==> src/logic/wakeup_cmp_pkg.sv <==
// Package with register map, field layout and reset values for the wake-up compare block
package wakeup_cmp_pkg;
  // Register offsets are indices; byte address is four times the index
  localparam logic [7:0] IDX_AMP_CFG = 8'h32;
  localparam logic [7:0] IDX_AMP_REF = 8'h33;
  localparam logic [7:0] IDX_AMP_AVG = 8'h34;
  localparam logic [7:0] IDX_AMP_RES = 8'h35;
  localparam logic [7:0] IDX_PH_CFG = 8'h36;
  localparam logic [7:0] IDX_PH_REF = 8'h37;
  localparam logic [7:0] IDX_PH_AVG = 8'h38;
  localparam logic [7:0] IDX_PH_RES = 8'h39;
  localparam logic [7:0] IDX_WAKE_CTL = 8'h40;
  localparam logic [7:0] IDX_IRQ_STAT = 8'h41;
  localparam logic [7:0] IDX_IRQ_EN = 8'h42;
  localparam logic [7:0] IDX_IRQ_CLR = 8'h43;
  localparam logic [7:0] IDX_CMD = 8'h44;
  // Configuration field positions
  localparam int THR_HI = 7;
  localparam int THR_LO = 4;
  localparam int KEEP_BIT = 3;
  localparam int WGT_HI = 2;
  localparam int WGT_LO = 1;
  localparam int USE_AVG_BIT = 0;
  // Wake control bits and interrupt status bits
  localparam int WAKE_AMP_BIT = 0;
  localparam int WAKE_PH_BIT = 1;
  localparam int IRQ_AMP_BIT = 0;
  localparam int IRQ_PH_BIT = 1;
  localparam int CMD_DEFAULT_BIT = 0;
  localparam logic [7:0] RST_BYTE = 8'h00;
  localparam logic [1:0] RST_IRQ = 2'h0;
endpackage

==> src/logic/amp_phase_wakeup_compare.sv <==
// Wake-up amplitude and phase compare with running averages and an APB slave
//
// Behaviour
// - Bits 7..4 of each config hold threshold; interrupt when difference exceeds it.
// - Config bit 3 set keeps interrupting measurements in the average; clear excludes them.
// - Config bits 2..1 choose average weight 4, 8, 16 or 32.
// - Amplitude config bit 0 selects running average, else written reference, as reference.
// - Phase config bit 0 selects running average, else written reference, as reference.
// - Configs and amplitude reference clear at reset and on set-default command.
// - Amplitude average and result registers clear at reset and on set-default.
// - Amplitude average readable at 0x34; writes there are ignored.
// - Latest amplitude result readable at 0x35.
// - With amplitude wake enable, each timer timeout measures amplitude and compares it.
// - With phase wake enable, each timer timeout measures phase and compares it.
`timescale 1ns/1ps
module amp_phase_wakeup_compare
  import wakeup_cmp_pkg::*;
#(
  parameter int DATA_W = 8
) (
  input wire logic clk,
  input wire logic sys_rst,
  input wire logic psel,
  input wire logic penable,
  input wire logic pwrite,
  input wire logic [11:0] paddr,
  input wire logic [31:0] pwdata,
  output logic [31:0] prdata,
  output logic pready,
  output logic pslverr,
  input wire logic wakeup_timeout,
  output logic amp_meas_req,
  output logic phase_meas_req,
  input wire logic amp_meas_done,
  input wire logic [DATA_W-1:0] amp_meas_value,
  input wire logic phase_meas_done,
  input wire logic [DATA_W-1:0] phase_meas_value,
  output logic irq
);
  // Only eight-bit results are served by the compare and average datapath
  if (DATA_W != 8) begin : g_width_check
    $error("DATA_W must be 8");
  end

  logic [7:0] amp_cfg_r, amp_ref_r, amp_avg_r, amp_res_r;
  logic [7:0] ph_cfg_r, ph_ref_r, ph_avg_r, ph_res_r;
  logic [1:0] wake_ctl_r, irq_stat_r, irq_en_r;
  logic [7:0] amp_avg_nxt, ph_avg_nxt;
  logic amp_req_r, ph_req_r, irq_r, pready_r;
  logic [31:0] prdata_r;

  // Difference magnitude between a result and a reference
  function automatic logic [7:0] abs_diff(input logic [7:0] a, input logic [7:0] b);
    abs_diff = (a >= b) ? 8'(a - b) : 8'(b - a);
  endfunction

  // Running average step with weight 4/8/16/32 chosen by a 2-bit code
  function automatic logic [7:0] avg_step(input logic [7:0] old, input logic [7:0] nv,
                                          input logic [1:0] wcode);
    logic signed [9:0] d;
    logic signed [9:0] s;
    d = 10'(signed'({2'b00, nv})) - 10'(signed'({2'b00, old}));
    s = d >>> (2 + wcode);
    avg_step = 8'(10'(signed'({2'b00, old})) + s);
  endfunction

  // APB decode; index is the word address
  wire [9:0] idx = paddr[11:2];
  wire acc = psel && penable && !pready_r;
  wire wr = acc && pwrite;
  wire known = idx inside {10'(IDX_AMP_CFG), 10'(IDX_AMP_REF), 10'(IDX_AMP_AVG),
    10'(IDX_AMP_RES), 10'(IDX_PH_CFG), 10'(IDX_PH_REF), 10'(IDX_PH_AVG), 10'(IDX_PH_RES),
    10'(IDX_WAKE_CTL), 10'(IDX_IRQ_STAT), 10'(IDX_IRQ_EN), 10'(IDX_IRQ_CLR), 10'(IDX_CMD)};
  wire set_default = wr && idx == 10'(IDX_CMD) && pwdata[CMD_DEFAULT_BIT];
  wire clr_wr = wr && idx == 10'(IDX_IRQ_CLR);

  // Reference selection and threshold compare
  wire [7:0] amp_ref_sel = amp_cfg_r[USE_AVG_BIT] ? amp_avg_r : amp_ref_r;
  wire [7:0] ph_ref_sel = ph_cfg_r[USE_AVG_BIT] ? ph_avg_r : ph_ref_r;
  wire amp_hit = amp_meas_done &&
    abs_diff(amp_meas_value, amp_ref_sel) > {4'h0, amp_cfg_r[THR_HI:THR_LO]};
  wire ph_hit = phase_meas_done &&
    abs_diff(phase_meas_value, ph_ref_sel) > {4'h0, ph_cfg_r[THR_HI:THR_LO]};
  wire amp_accept = amp_meas_done && (!amp_hit || amp_cfg_r[KEEP_BIT]);
  wire ph_accept = phase_meas_done && (!ph_hit || ph_cfg_r[KEEP_BIT]);
  assign amp_avg_nxt = avg_step(amp_avg_r, amp_meas_value, amp_cfg_r[WGT_HI:WGT_LO]);
  assign ph_avg_nxt = avg_step(ph_avg_r, phase_meas_value, ph_cfg_r[WGT_HI:WGT_LO]);
  wire [1:0] events = {ph_hit, amp_hit};
  wire [1:0] stat_nxt = events | (irq_stat_r & ~(clr_wr ? pwdata[1:0] : 2'h0));

  // Read mux
  logic [7:0] rd_byte;
  always_comb begin
    unique case (idx)
      10'(IDX_AMP_CFG): rd_byte = amp_cfg_r;
      10'(IDX_AMP_REF): rd_byte = amp_ref_r;
      10'(IDX_AMP_AVG): rd_byte = amp_avg_r;
      10'(IDX_AMP_RES): rd_byte = amp_res_r;
      10'(IDX_PH_CFG): rd_byte = ph_cfg_r;
      10'(IDX_PH_REF): rd_byte = ph_ref_r;
      10'(IDX_PH_AVG): rd_byte = ph_avg_r;
      10'(IDX_PH_RES): rd_byte = ph_res_r;
      10'(IDX_WAKE_CTL): rd_byte = {6'h00, wake_ctl_r};
      10'(IDX_IRQ_STAT): rd_byte = {6'h00, irq_stat_r};
      10'(IDX_IRQ_EN): rd_byte = {6'h00, irq_en_r};
      default: rd_byte = 8'h00;
    endcase
  end

  // Bus answer: pready one cycle after penable rises, one wait state
  always_ff @(posedge clk or posedge sys_rst) begin
    if (sys_rst) begin
      pready_r <= 1'b0;
      prdata_r <= 32'h0000_0000;
      pslverr <= 1'b0;
    end else begin
      pready_r <= acc;
      prdata_r <= (acc && !pwrite) ? {24'h000000, rd_byte} : 32'h0000_0000;
      pslverr <= acc && !known;
    end
  end
  assign pready = pready_r;
  assign prdata = prdata_r;

  // Software-written configuration
  always_ff @(posedge clk or posedge sys_rst) begin
    if (sys_rst) begin
      amp_cfg_r <= RST_BYTE;
      amp_ref_r <= RST_BYTE;
      ph_cfg_r <= RST_BYTE;
      ph_ref_r <= RST_BYTE;
      wake_ctl_r <= RST_IRQ;
      irq_en_r <= RST_IRQ;
    end else if (set_default) begin
      amp_cfg_r <= RST_BYTE;
      amp_ref_r <= RST_BYTE;
      ph_cfg_r <= RST_BYTE;
      ph_ref_r <= RST_BYTE;
      wake_ctl_r <= RST_IRQ;
      irq_en_r <= RST_IRQ;
    end else if (wr) begin
      if (idx == 10'(IDX_AMP_CFG)) amp_cfg_r <= pwdata[7:0];
      if (idx == 10'(IDX_AMP_REF)) amp_ref_r <= pwdata[7:0];
      if (idx == 10'(IDX_PH_CFG)) ph_cfg_r <= pwdata[7:0];
      if (idx == 10'(IDX_PH_REF)) ph_ref_r <= pwdata[7:0];
      if (idx == 10'(IDX_WAKE_CTL)) wake_ctl_r <= pwdata[1:0];
      if (idx == 10'(IDX_IRQ_EN)) irq_en_r <= pwdata[1:0];
    end
  end

  // Measurement results and running averages
  always_ff @(posedge clk or posedge sys_rst) begin
    if (sys_rst) begin
      amp_avg_r <= RST_BYTE;
      amp_res_r <= RST_BYTE;
      ph_avg_r <= RST_BYTE;
      ph_res_r <= RST_BYTE;
    end else if (set_default) begin
      amp_avg_r <= RST_BYTE;
      amp_res_r <= RST_BYTE;
      ph_avg_r <= RST_BYTE;
      ph_res_r <= RST_BYTE;
    end else begin
      if (amp_meas_done) amp_res_r <= amp_meas_value;
      if (amp_accept) amp_avg_r <= amp_avg_nxt;
      if (phase_meas_done) ph_res_r <= phase_meas_value;
      if (ph_accept) ph_avg_r <= ph_avg_nxt;
    end
  end

  // Timeout launches enabled measurements; sticky status, set wins over clear
  always_ff @(posedge clk or posedge sys_rst) begin
    if (sys_rst) begin
      amp_req_r <= 1'b0;
      ph_req_r <= 1'b0;
      irq_stat_r <= RST_IRQ;
      irq_r <= 1'b0;
    end else begin
      amp_req_r <= wakeup_timeout && wake_ctl_r[WAKE_AMP_BIT];
      ph_req_r <= wakeup_timeout && wake_ctl_r[WAKE_PH_BIT];
      irq_stat_r <= set_default ? RST_IRQ : stat_nxt;
      irq_r <= !set_default && |(stat_nxt & irq_en_r);
    end
  end
  assign amp_meas_req = amp_req_r;
  assign phase_meas_req = ph_req_r;
  assign irq = irq_r;

  // Assertions

  // Independent models of the threshold compare and of the average step
  wire [8:0] amp_ref_chk = {1'b0, (amp_cfg_r[USE_AVG_BIT] ? amp_avg_r : amp_ref_r)};
  wire [8:0] ph_ref_chk = {1'b0, (ph_cfg_r[USE_AVG_BIT] ? ph_avg_r : ph_ref_r)};
  wire [8:0] amp_thr_chk = {5'h00, amp_cfg_r[THR_HI:THR_LO]};
  wire [8:0] ph_thr_chk = {5'h00, ph_cfg_r[THR_HI:THR_LO]};
  wire amp_far_chk = ({1'b0, amp_meas_value} > amp_ref_chk + amp_thr_chk) ||
    (amp_ref_chk > {1'b0, amp_meas_value} + amp_thr_chk);
  wire ph_far_chk = ({1'b0, phase_meas_value} > ph_ref_chk + ph_thr_chk) ||
    (ph_ref_chk > {1'b0, phase_meas_value} + ph_thr_chk);
  // Mean (old * (w - 1) + new) / w equals old plus the floored step
  wire [13:0] amp_w_chk = {8'h00, 6'h04 << amp_cfg_r[WGT_HI:WGT_LO]};
  wire [13:0] ph_w_chk = {8'h00, 6'h04 << ph_cfg_r[WGT_HI:WGT_LO]};
  wire [13:0] amp_sum_chk = {6'h00, amp_avg_r} * (amp_w_chk - 14'h0001) +
    {6'h00, amp_meas_value};
  wire [13:0] ph_sum_chk = {6'h00, ph_avg_r} * (ph_w_chk - 14'h0001) +
    {6'h00, phase_meas_value};
  wire [7:0] amp_quo_chk = 8'(amp_sum_chk / amp_w_chk);
  wire [7:0] ph_quo_chk = 8'(ph_sum_chk / ph_w_chk);

  // Threshold compare, sticky status and interrupt level
  amp_hit_exact_a: assert property (@(posedge clk) disable iff (sys_rst)
    amp_meas_done |-> amp_hit == amp_far_chk)
    else $error("amplitude compare wrong");
  ph_hit_exact_a: assert property (@(posedge clk) disable iff (sys_rst)
    phase_meas_done |-> ph_hit == ph_far_chk)
    else $error("phase compare wrong");
  irq_clr_a: assert property (@(posedge clk) disable iff (sys_rst)
    clr_wr && pwdata[IRQ_AMP_BIT] && !amp_hit |=> !irq_stat_r[IRQ_AMP_BIT])
    else $error("status clear ignored");
  stat_sticky_a: assert property (@(posedge clk) disable iff (sys_rst)
    irq_stat_r[IRQ_AMP_BIT] && !(clr_wr && pwdata[IRQ_AMP_BIT]) && !set_default
    |=> irq_stat_r[IRQ_AMP_BIT])
    else $error("status bit lost");
  irq_follow_a: assert property (@(posedge clk) disable iff (sys_rst)
    |(irq_stat_r & irq_en_r) && !clr_wr && !set_default |=> irq)
    else $error("enabled status without irq");
  irq_drop_a: assert property (@(posedge clk) disable iff (sys_rst)
    irq_stat_r == 2'h0 && !amp_hit && !ph_hit |=> !irq)
    else $error("irq without status");

  // Running average
  ph_excl_a: assert property (@(posedge clk) disable iff (sys_rst)
    (ph_hit && !ph_cfg_r[KEEP_BIT] && !set_default) |=> $stable(ph_avg_r))
    else $error("excluded phase sample changed average");
  ph_weight_a: assert property (@(posedge clk) disable iff (sys_rst)
    (ph_accept && !set_default && ph_cfg_r[WGT_HI:WGT_LO] == 2'h3 &&
     phase_meas_value == 8'h80 && ph_avg_r == 8'h00) |=> ph_avg_r == 8'h04)
    else $error("weight 32 step wrong");
  amp_step_a: assert property (@(posedge clk) disable iff (sys_rst)
    amp_accept && !set_default |=> amp_avg_r == $past(amp_quo_chk))
    else $error("amplitude average step wrong");
  ph_step_a: assert property (@(posedge clk) disable iff (sys_rst)
    ph_accept && !set_default |=> ph_avg_r == $past(ph_quo_chk))
    else $error("phase average step wrong");

  // Set-default command
  dflt_ph_a: assert property (@(posedge clk) disable iff (sys_rst)
    set_default |=> ph_ref_r == 8'h00 && ph_avg_r == 8'h00 && ph_res_r == 8'h00)
    else $error("set default missed phase state");
  dflt_ctl_a: assert property (@(posedge clk) disable iff (sys_rst)
    set_default |=> wake_ctl_r == 2'h0 && irq_en_r == 2'h0 && irq_stat_r == 2'h0
    && !irq)
    else $error("set default missed control");

  // Result capture and measurement launch
  amp_res_a: assert property (@(posedge clk) disable iff (sys_rst)
    amp_meas_done && !set_default |=> amp_res_r == $past(amp_meas_value))
    else $error("amplitude result not captured");
  ph_res_a: assert property (@(posedge clk) disable iff (sys_rst)
    phase_meas_done && !set_default |=> ph_res_r == $past(phase_meas_value))
    else $error("phase result not captured");
  amp_quiet_a: assert property (@(posedge clk) disable iff (sys_rst)
    !wakeup_timeout |=> !amp_meas_req)
    else $error("amplitude launched without timeout");
  amp_off_a: assert property (@(posedge clk) disable iff (sys_rst)
    !wake_ctl_r[WAKE_AMP_BIT] |=> !amp_meas_req)
    else $error("amplitude launched while disabled");
  ph_start_a: assert property (@(posedge clk) disable iff (sys_rst)
    wakeup_timeout && wake_ctl_r[WAKE_PH_BIT] |=> phase_meas_req)
    else $error("phase not launched");
  ph_off_a: assert property (@(posedge clk) disable iff (sys_rst)
    !wake_ctl_r[WAKE_PH_BIT] |=> !phase_meas_req)
    else $error("phase launched while disabled");

  // Register bus
  ready_pulse_a: assert property (@(posedge clk) disable iff (sys_rst)
    pready |=> !pready)
    else $error("ready longer than one cycle");
  slverr_a: assert property (@(posedge clk) disable iff (sys_rst)
    acc && !known |=> pready && pslverr)
    else $error("unmapped access not refused");
  err_ready_a: assert property (@(posedge clk) disable iff (sys_rst)
    pslverr |-> pready)
    else $error("error without ready");
  rd_idle_a: assert property (@(posedge clk) disable iff (sys_rst)
    !(acc && !pwrite) |=> prdata == 32'h0000_0000)
    else $error("read data outside read answer");
  cfg_write_a: assert property (@(posedge clk) disable iff (sys_rst)
    wr && idx == 10'(IDX_AMP_CFG) |=> amp_cfg_r == $past(pwdata[7:0]))
    else $error("amplitude config write lost");
  ph_cfg_write_a: assert property (@(posedge clk) disable iff (sys_rst)
    wr && idx == 10'(IDX_PH_CFG) |=> ph_cfg_r == $past(pwdata[7:0]))
    else $error("phase config write lost");
  ref_write_a: assert property (@(posedge clk) disable iff (sys_rst)
    wr && idx == 10'(IDX_AMP_REF) |=> amp_ref_r == $past(pwdata[7:0]))
    else $error("amplitude reference write lost");
  stat_ro_a: assert property (@(posedge clk) disable iff (sys_rst)
    wr && idx == 10'(IDX_IRQ_STAT) && !amp_hit && !ph_hit |=> $stable(irq_stat_r))
    else $error("status write took effect");

  // Checks kept from the first cut of the block
  amp_irq_set_a: assert property (@(posedge clk) disable iff (sys_rst)
    (amp_hit && !set_default) |=> irq_stat_r[IRQ_AMP_BIT])
    else $error("amplitude hit did not set status");
  ph_irq_set_a: assert property (@(posedge clk) disable iff (sys_rst)
    (ph_hit && !set_default) |=> irq_stat_r[IRQ_PH_BIT])
    else $error("phase hit did not set status");
  amp_excl_a: assert property (@(posedge clk) disable iff (sys_rst)
    (amp_hit && !amp_cfg_r[KEEP_BIT] && !set_default) |=> $stable(amp_avg_r))
    else $error("excluded sample changed average");
  amp_weight_a: assert property (@(posedge clk) disable iff (sys_rst)
    (amp_accept && !set_default && amp_cfg_r[2:1] == 2'h0 && amp_meas_value == 8'h80
     && amp_avg_r == 8'h00) |=> amp_avg_r == 8'h20)
    else $error("weight 4 step wrong");
  amp_ref_a: assert property (@(posedge clk) disable iff (sys_rst)
    amp_meas_done && !amp_cfg_r[0] && amp_meas_value == amp_ref_r |-> !amp_hit)
    else $error("written reference not used");
  ph_ref_a: assert property (@(posedge clk) disable iff (sys_rst)
    phase_meas_done && ph_cfg_r[USE_AVG_BIT] && phase_meas_value >= ph_avg_r &&
    8'(phase_meas_value - ph_avg_r) <= {4'h0, ph_cfg_r[THR_HI:THR_LO]} |-> !ph_hit)
    else $error("phase average not used");
  dflt_clear_a: assert property (@(posedge clk) disable iff (sys_rst)
    set_default |=> amp_cfg_r == 8'h00 && amp_ref_r == 8'h00 && ph_cfg_r == 8'h00)
    else $error("set default missed config");
  dflt_disp_a: assert property (@(posedge clk) disable iff (sys_rst)
    set_default |=> amp_avg_r == 8'h00 && amp_res_r == 8'h00)
    else $error("set default missed display");
  avg_ro_a: assert property (@(posedge clk) disable iff (sys_rst)
    wr && idx == 10'(IDX_AMP_AVG) && !amp_meas_done |=> $stable(amp_avg_r))
    else $error("write changed average");
  res_read_a: assert property (@(posedge clk) disable iff (sys_rst)
    acc && !pwrite && idx == 10'(IDX_AMP_RES) |=> prdata[7:0] == $past(amp_res_r))
    else $error("result read wrong");
  amp_launch_a: assert property (@(posedge clk) disable iff (sys_rst)
    wakeup_timeout && wake_ctl_r[0] |=> amp_meas_req)
    else $error("amplitude not launched");
  ph_launch_a: assert property (@(posedge clk) disable iff (sys_rst)
    !wakeup_timeout |=> !phase_meas_req)
    else $error("phase launched without timeout");
  irq_level_a: assert property (@(posedge clk) disable iff (sys_rst)
    irq == |$past(stat_nxt & irq_en_r & {2{!set_default}}))
    else $error("irq level wrong");
  hit_c: cover property (@(posedge clk) disable iff (sys_rst) amp_hit ##1 irq);
  avg_c: cover property (@(posedge clk) disable iff (sys_rst) amp_accept && amp_cfg_r[0]);
  ph_c: cover property (@(posedge clk) disable iff (sys_rst) ph_hit && ph_cfg_r[KEEP_BIT]);
  excl_c: cover property (@(posedge clk) disable iff (sys_rst) amp_hit && !amp_cfg_r[KEEP_BIT]);
  dflt_c: cover property (@(posedge clk) disable iff (sys_rst) set_default);
endmodule

==> config.mk <==
export PLATFORM = sky130hd
export DESIGN_NAME = amp_phase_wakeup_compare
export DESIGN_NICKNAME = d
export VERILOG_FILES = /design/src/logic/wakeup_cmp_pkg.sv /design/src/logic/amp_phase_wakeup_compare.sv
export SDC_FILE = /design/constraint.sdc
export NUM_CORES = 1
export LEC_CHECK = 0
export BUFFER_PORTS_ARGS = -buffer_cell sky130_fd_sc_hd__buf_4
export CORE_UTILIZATION = 45
export DETAILED_ROUTE_END_ITERATION = 12
export PLACE_DENSITY_LB_ADDON = 0.2
export SETUP_SLACK_MARGIN = 0.5
export SYNTH_ARGS = -nofsm -noshare
export SYNTH_HDL_FRONTEND = slang
export SYNTH_SLANG_ARGS = --single-unit
==> constraint.sdc <==
create_clock -name clk -period 3.9 [get_ports clk]
set_input_delay 0.78 -clock clk [delete_from_list [all_inputs] [get_ports clk]]
set_output_delay 0.78 -clock clk [all_outputs]
set_load 0.005 [all_outputs]
==> impl_metrics.tcl <==
set metrics [dict create \
    netlist_top_cells_area "dfrtp_1 28%, ha_1 11%, mux2i_1 11%, nor2_1 4.7%, inv_1 4.0%" \
    hp-start "wake_ctl_r[0]$_DFFE_PP0P_" \
    fin_crit_ns 4.171 \
    die_x_um 129.9 \
    fmax_ghz 0.2397 \
    io-pin-count 105 \
    max_stage_delay_ns 0.48 \
    io_buffer_count 54 \
    post-route-drc-count 0 \
    die_y_um 129.9 \
    synth.largest_area_cell "dfrtp_1" \
    holdPathStages 1 \
    yosysSeqAreaShare_pct 28.21 \
    grt_pass1_vias 6779 \
    finalWeightedCongestion 0.8978 \
    grt_pass1_wl_um 34530 \
    drt_iter0_drc 473 \
    hp-class "reg2reg" \
    row_count 46 \
    design.die.area_mm2 0.01688 \
    cp.required_ns 4.15 \
    critPathKind "reg2reg" \
    swShare_pct 36.39 \
    setup.worst_path.start_class "register" \
    wl_per_cell_um 16.88 \
    synth_top_area_share_pct 28.21 \
    cts.sinks 83 \
    clock_skew_ns 0.007851 \
    clk_path_buf_depth 2 \
    synth_top_flop_cell "dfrtp_1" \
    min_period_over_period_pct 107.0 \
    synth_edf_count 0 \
    synthesis.area_mm2 0.007362 \
    ant_nets 0 \
    grt_overflow_total 0 \
    timing.final.ws_setup_ns -0.2714 \
    via_per_inst 5.520 \
    p_leak_uw 0.004744 \
    antenna_cells 0 \
    rr_endpoint "amp_avg_r[7]$_DFFE_PP0P_" \
    routed_wirelength_um 21710 \
    num_vias 7099 \
    clk_pin_slew_ns 0.06 \
    slew_violations 0 \
    grt_max_degree 49 \
    finalHoldViolCount 0 \
    ctsHoldBuffers 0 \
    seqPwrFrac_pct 22.8 \
    synth_cell_types 79 \
    timing.reg2reg.setup_slack_ns -0.27 \
    slew_headroom_pct 43.08 \
    crit_path_top_delay_cell "dfrtp_2" \
    async_flop_share_pct 100.0 \
    combPwrFrac_pct 57.1 \
    finalSetupViolCount 17 \
    htree_levels 3 \
    yosys_warnings 0 \
    min_delay_worst_endpoint "amp_meas_req$_DFF_PP0_" \
    pwr-share-clk_pct 20.0 \
    cts_tree "built" \
    antenna_found_initial 0 \
    maxCapViolCount 0 \
    start_util_pct 46.18 \
    ff2ff_path_depth 17 \
    dp_hpwl_um 16920 \
    synth_seq_cells 83 \
    avgSynthCellArea_um2 8.692 \
    drive_gt1_share_pct 34.67 \
    numCtsBuffers 9 \
    core_area_mm2 0.01594 \
    power.density_mw_per_mm2 448.5 \
    cts-root-buf "clkbuf_16" \
    grt_usage_pct 26.55 \
    crit_fanout 5 \
    area_growth_pct 37.81 \
    reg2reg_from "amp_cfg_r[0]$_DFFE_PP0P_" \
    cp_cell_sequence "mux2i_4 > inv_2 > ha_4 > buf_4 > a221o_1 > a211oi_4 > nand3_2 > o21ai_2 > xnor2_1 > ha_1 > a21oi_1 > o21ai_2 > a211oi_2 > nand2_1 > o311a_4 > or3_1 > a21oi_1" \
    power.total_uw 4551 \
    synthCells 847 \
    end_kind "register" \
    cp.arrival_ns 4.42 \
    fin_nets 1207 \
    dr.pass1.iters 7 \
    worst_skew_pair.late_latency_ns 0.33 \
    rsz0062_at_grt "true" \
    postLayoutCoreUtil_pct 63.64 \
    internal_power_uw 2894 \
    outcome "complete, but fails checks" \
    peakVddDrop_v 0.0002450 \
    worst_pin_slew_ns 0.8492 \
    net-switching-power_uw 1656 \
    violations "negative setup slack" \
]
## kinds of logic after synthesis
logic type	synth area share, %
DFF	28.21
buffers and inverters	8.854
muxes	12.25
adders and majority gates	12.85
AOI/OAI and AO/OA	20.17
and+or+nand+nor	14.87
other	0.05094
xor gates and xnor gates	2.736
## Yosys cell counts (7+ instances only)
master	number
nor2_1	92
dfrtp_1	83
mux2i_1	80
inv_1	78
ha_1	66
a21oi_1	45
nand2_1	38
o21ai_0	33
buf_4	25
nand3_1	24
clkbuf_1	21
a22oi_1	15
nor3_1	15
o31ai_1	13
xor2_1	13
a21o_1	12
buf_2	11
a31oi_1	10
o21a_1	10
xnor2_1	10
mux2_2	9
a211oi_1	8
nand4_1	8
nor2b_1	8
nand2b_1	7
or3_1	7
## cell type report
type | instances | area (um^2)
clock buffers | 12 | 256.5
clock inverters | 2 | 60.06
fillers | 1363 | 5797
inverters | 78 | 319.1
multi-input cells | 646 | 5243
flip-flops and latches | 83 | 2079
well taps | 216 | 270.3
repair buffers | 249 | 1918
## per-layer routing
layer	share of wire, %	track usage [%]	vias to the layer above
li1	-	-	3431
met1	47	37.83	3394
met2	46	42.75	246
met3	5.6	3.649	28
met4	1.3	5.882	0
met5	0	0	-
## registers in the layout, indices dropped and copies added, names as in the netlist, 2 cells and up
register,cells
amp_ref_r,8
amp_res_r,8
irq_en_r,2
ph_res_r,8
ph_ref_r,8
ph_avg_r,8
prdata,8
amp_cfg_r,8
irq_stat_r,2
amp_avg_r,8
wake_ctl_r,2
ph_cfg_r,8
## power groups by stage
stage	Sequential, uW	Combinational (uW)	Clock (uW)
after floorplan	1040	1480	0
after global placement	1030	2380	0
after detailed placement	1040	2440	0
after CTS	1030	2560	917
after global routing	1050	2870	946
final	1040	2600	912
## cells in the final DEF, fill, tap and decap left out, types with 7 or more instances in the layout
| cell | n |
|---|---|
| buf_4 | 239 |
| nor2_1 | 89 |
| dfrtp_1 | 81 |
| inv_1 | 72 |
| mux2i_1 | 67 |
| ha_1 | 54 |
| nand2_1 | 38 |
| a21oi_1 | 37 |
| o21ai_0 | 25 |
| conb_1 | 24 |
| nor3_1 | 14 |
| a22oi_1 | 14 |
| nand3_1 | 13 |
| xor2_1 | 13 |
| a21o_1 | 12 |
| o31ai_1 | 12 |
| nand3_2 | 11 |
| o21a_1 | 10 |
| xnor2_1 | 10 |
| a31oi_1 | 9 |
| ha_4 | 9 |
| clkbuf_16 | 9 |
| nor2b_1 | 8 |
| a21oi_2 | 8 |
| nand4_1 | 8 |
| nand2b_1 | 7 |
| mux2i_2 | 7 |
| mux2_2 | 7 |
| buf_6 | 7 |
## per-stage QoR
step	setup TNS, ns	worst slack, ns	instance area (um^2)	cells	hold slack [ns]
floorplan	-0.3050	-0.2149	7745	870	0.4747
global placement	-4.825	-0.4441	9373	1252	0.5049
detailed placement	-6.193	-0.4716	9373	1252	0.5041
CTS	-1.523	-0.1915	9987	1280	0.5216
global route	-5.765	-0.4452	10150	1286	0.5471
finish	-2.186	-0.2714	10150	1286	0.5168
## critical path, delay by kind of cell, from the launching register on
kind / cells / cell delay [ns]
mux: 1 / 0.30
xor+xnor: 1 / 0.14
compound gates: 8 / 1.87
simple gates: 3 / 0.60
fa+ha+maj: 2 / 0.48
flops: 1 / 0.48
buf+inv: 2 / 0.20
## repair_timing
action | CTS | global route
gates cloned | 1 | 0
pin swaps | 16 | 9
setup buffers | 13 | 6
endpoints found under the setup margin | 19 | 19
resized for setup | 45 | 23
## worst max-delay path by stage
stage | slack (ns) | to | depth (start not counted) | startpoint
after floorplan | -0.21 | amp_avg_r[7]$_DFFE_PP0P_ | 16 | amp_meas_value[2]
after global placement | -0.44 | ph_avg_r[7]$_DFFE_PP0P_ | 18 | phase_meas_value[2]
final | -0.27 | amp_avg_r[7]$_DFFE_PP0P_ | 17 | amp_cfg_r[0]$_DFFE_PP0P_
after global routing | -0.45 | amp_avg_r[7]$_DFFE_PP0P_ | 17 | amp_cfg_r[0]$_DFFE_PP0P_
after CTS | -0.19 | amp_avg_r[7]$_DFFE_PP0P_ | 17 | amp_cfg_r[0]$_DFFE_PP0P_
after detailed placement | -0.47 | ph_avg_r[7]$_DFFE_PP0P_ | 18 | phase_meas_value[2]
Power figures use the tool's default switching activity.
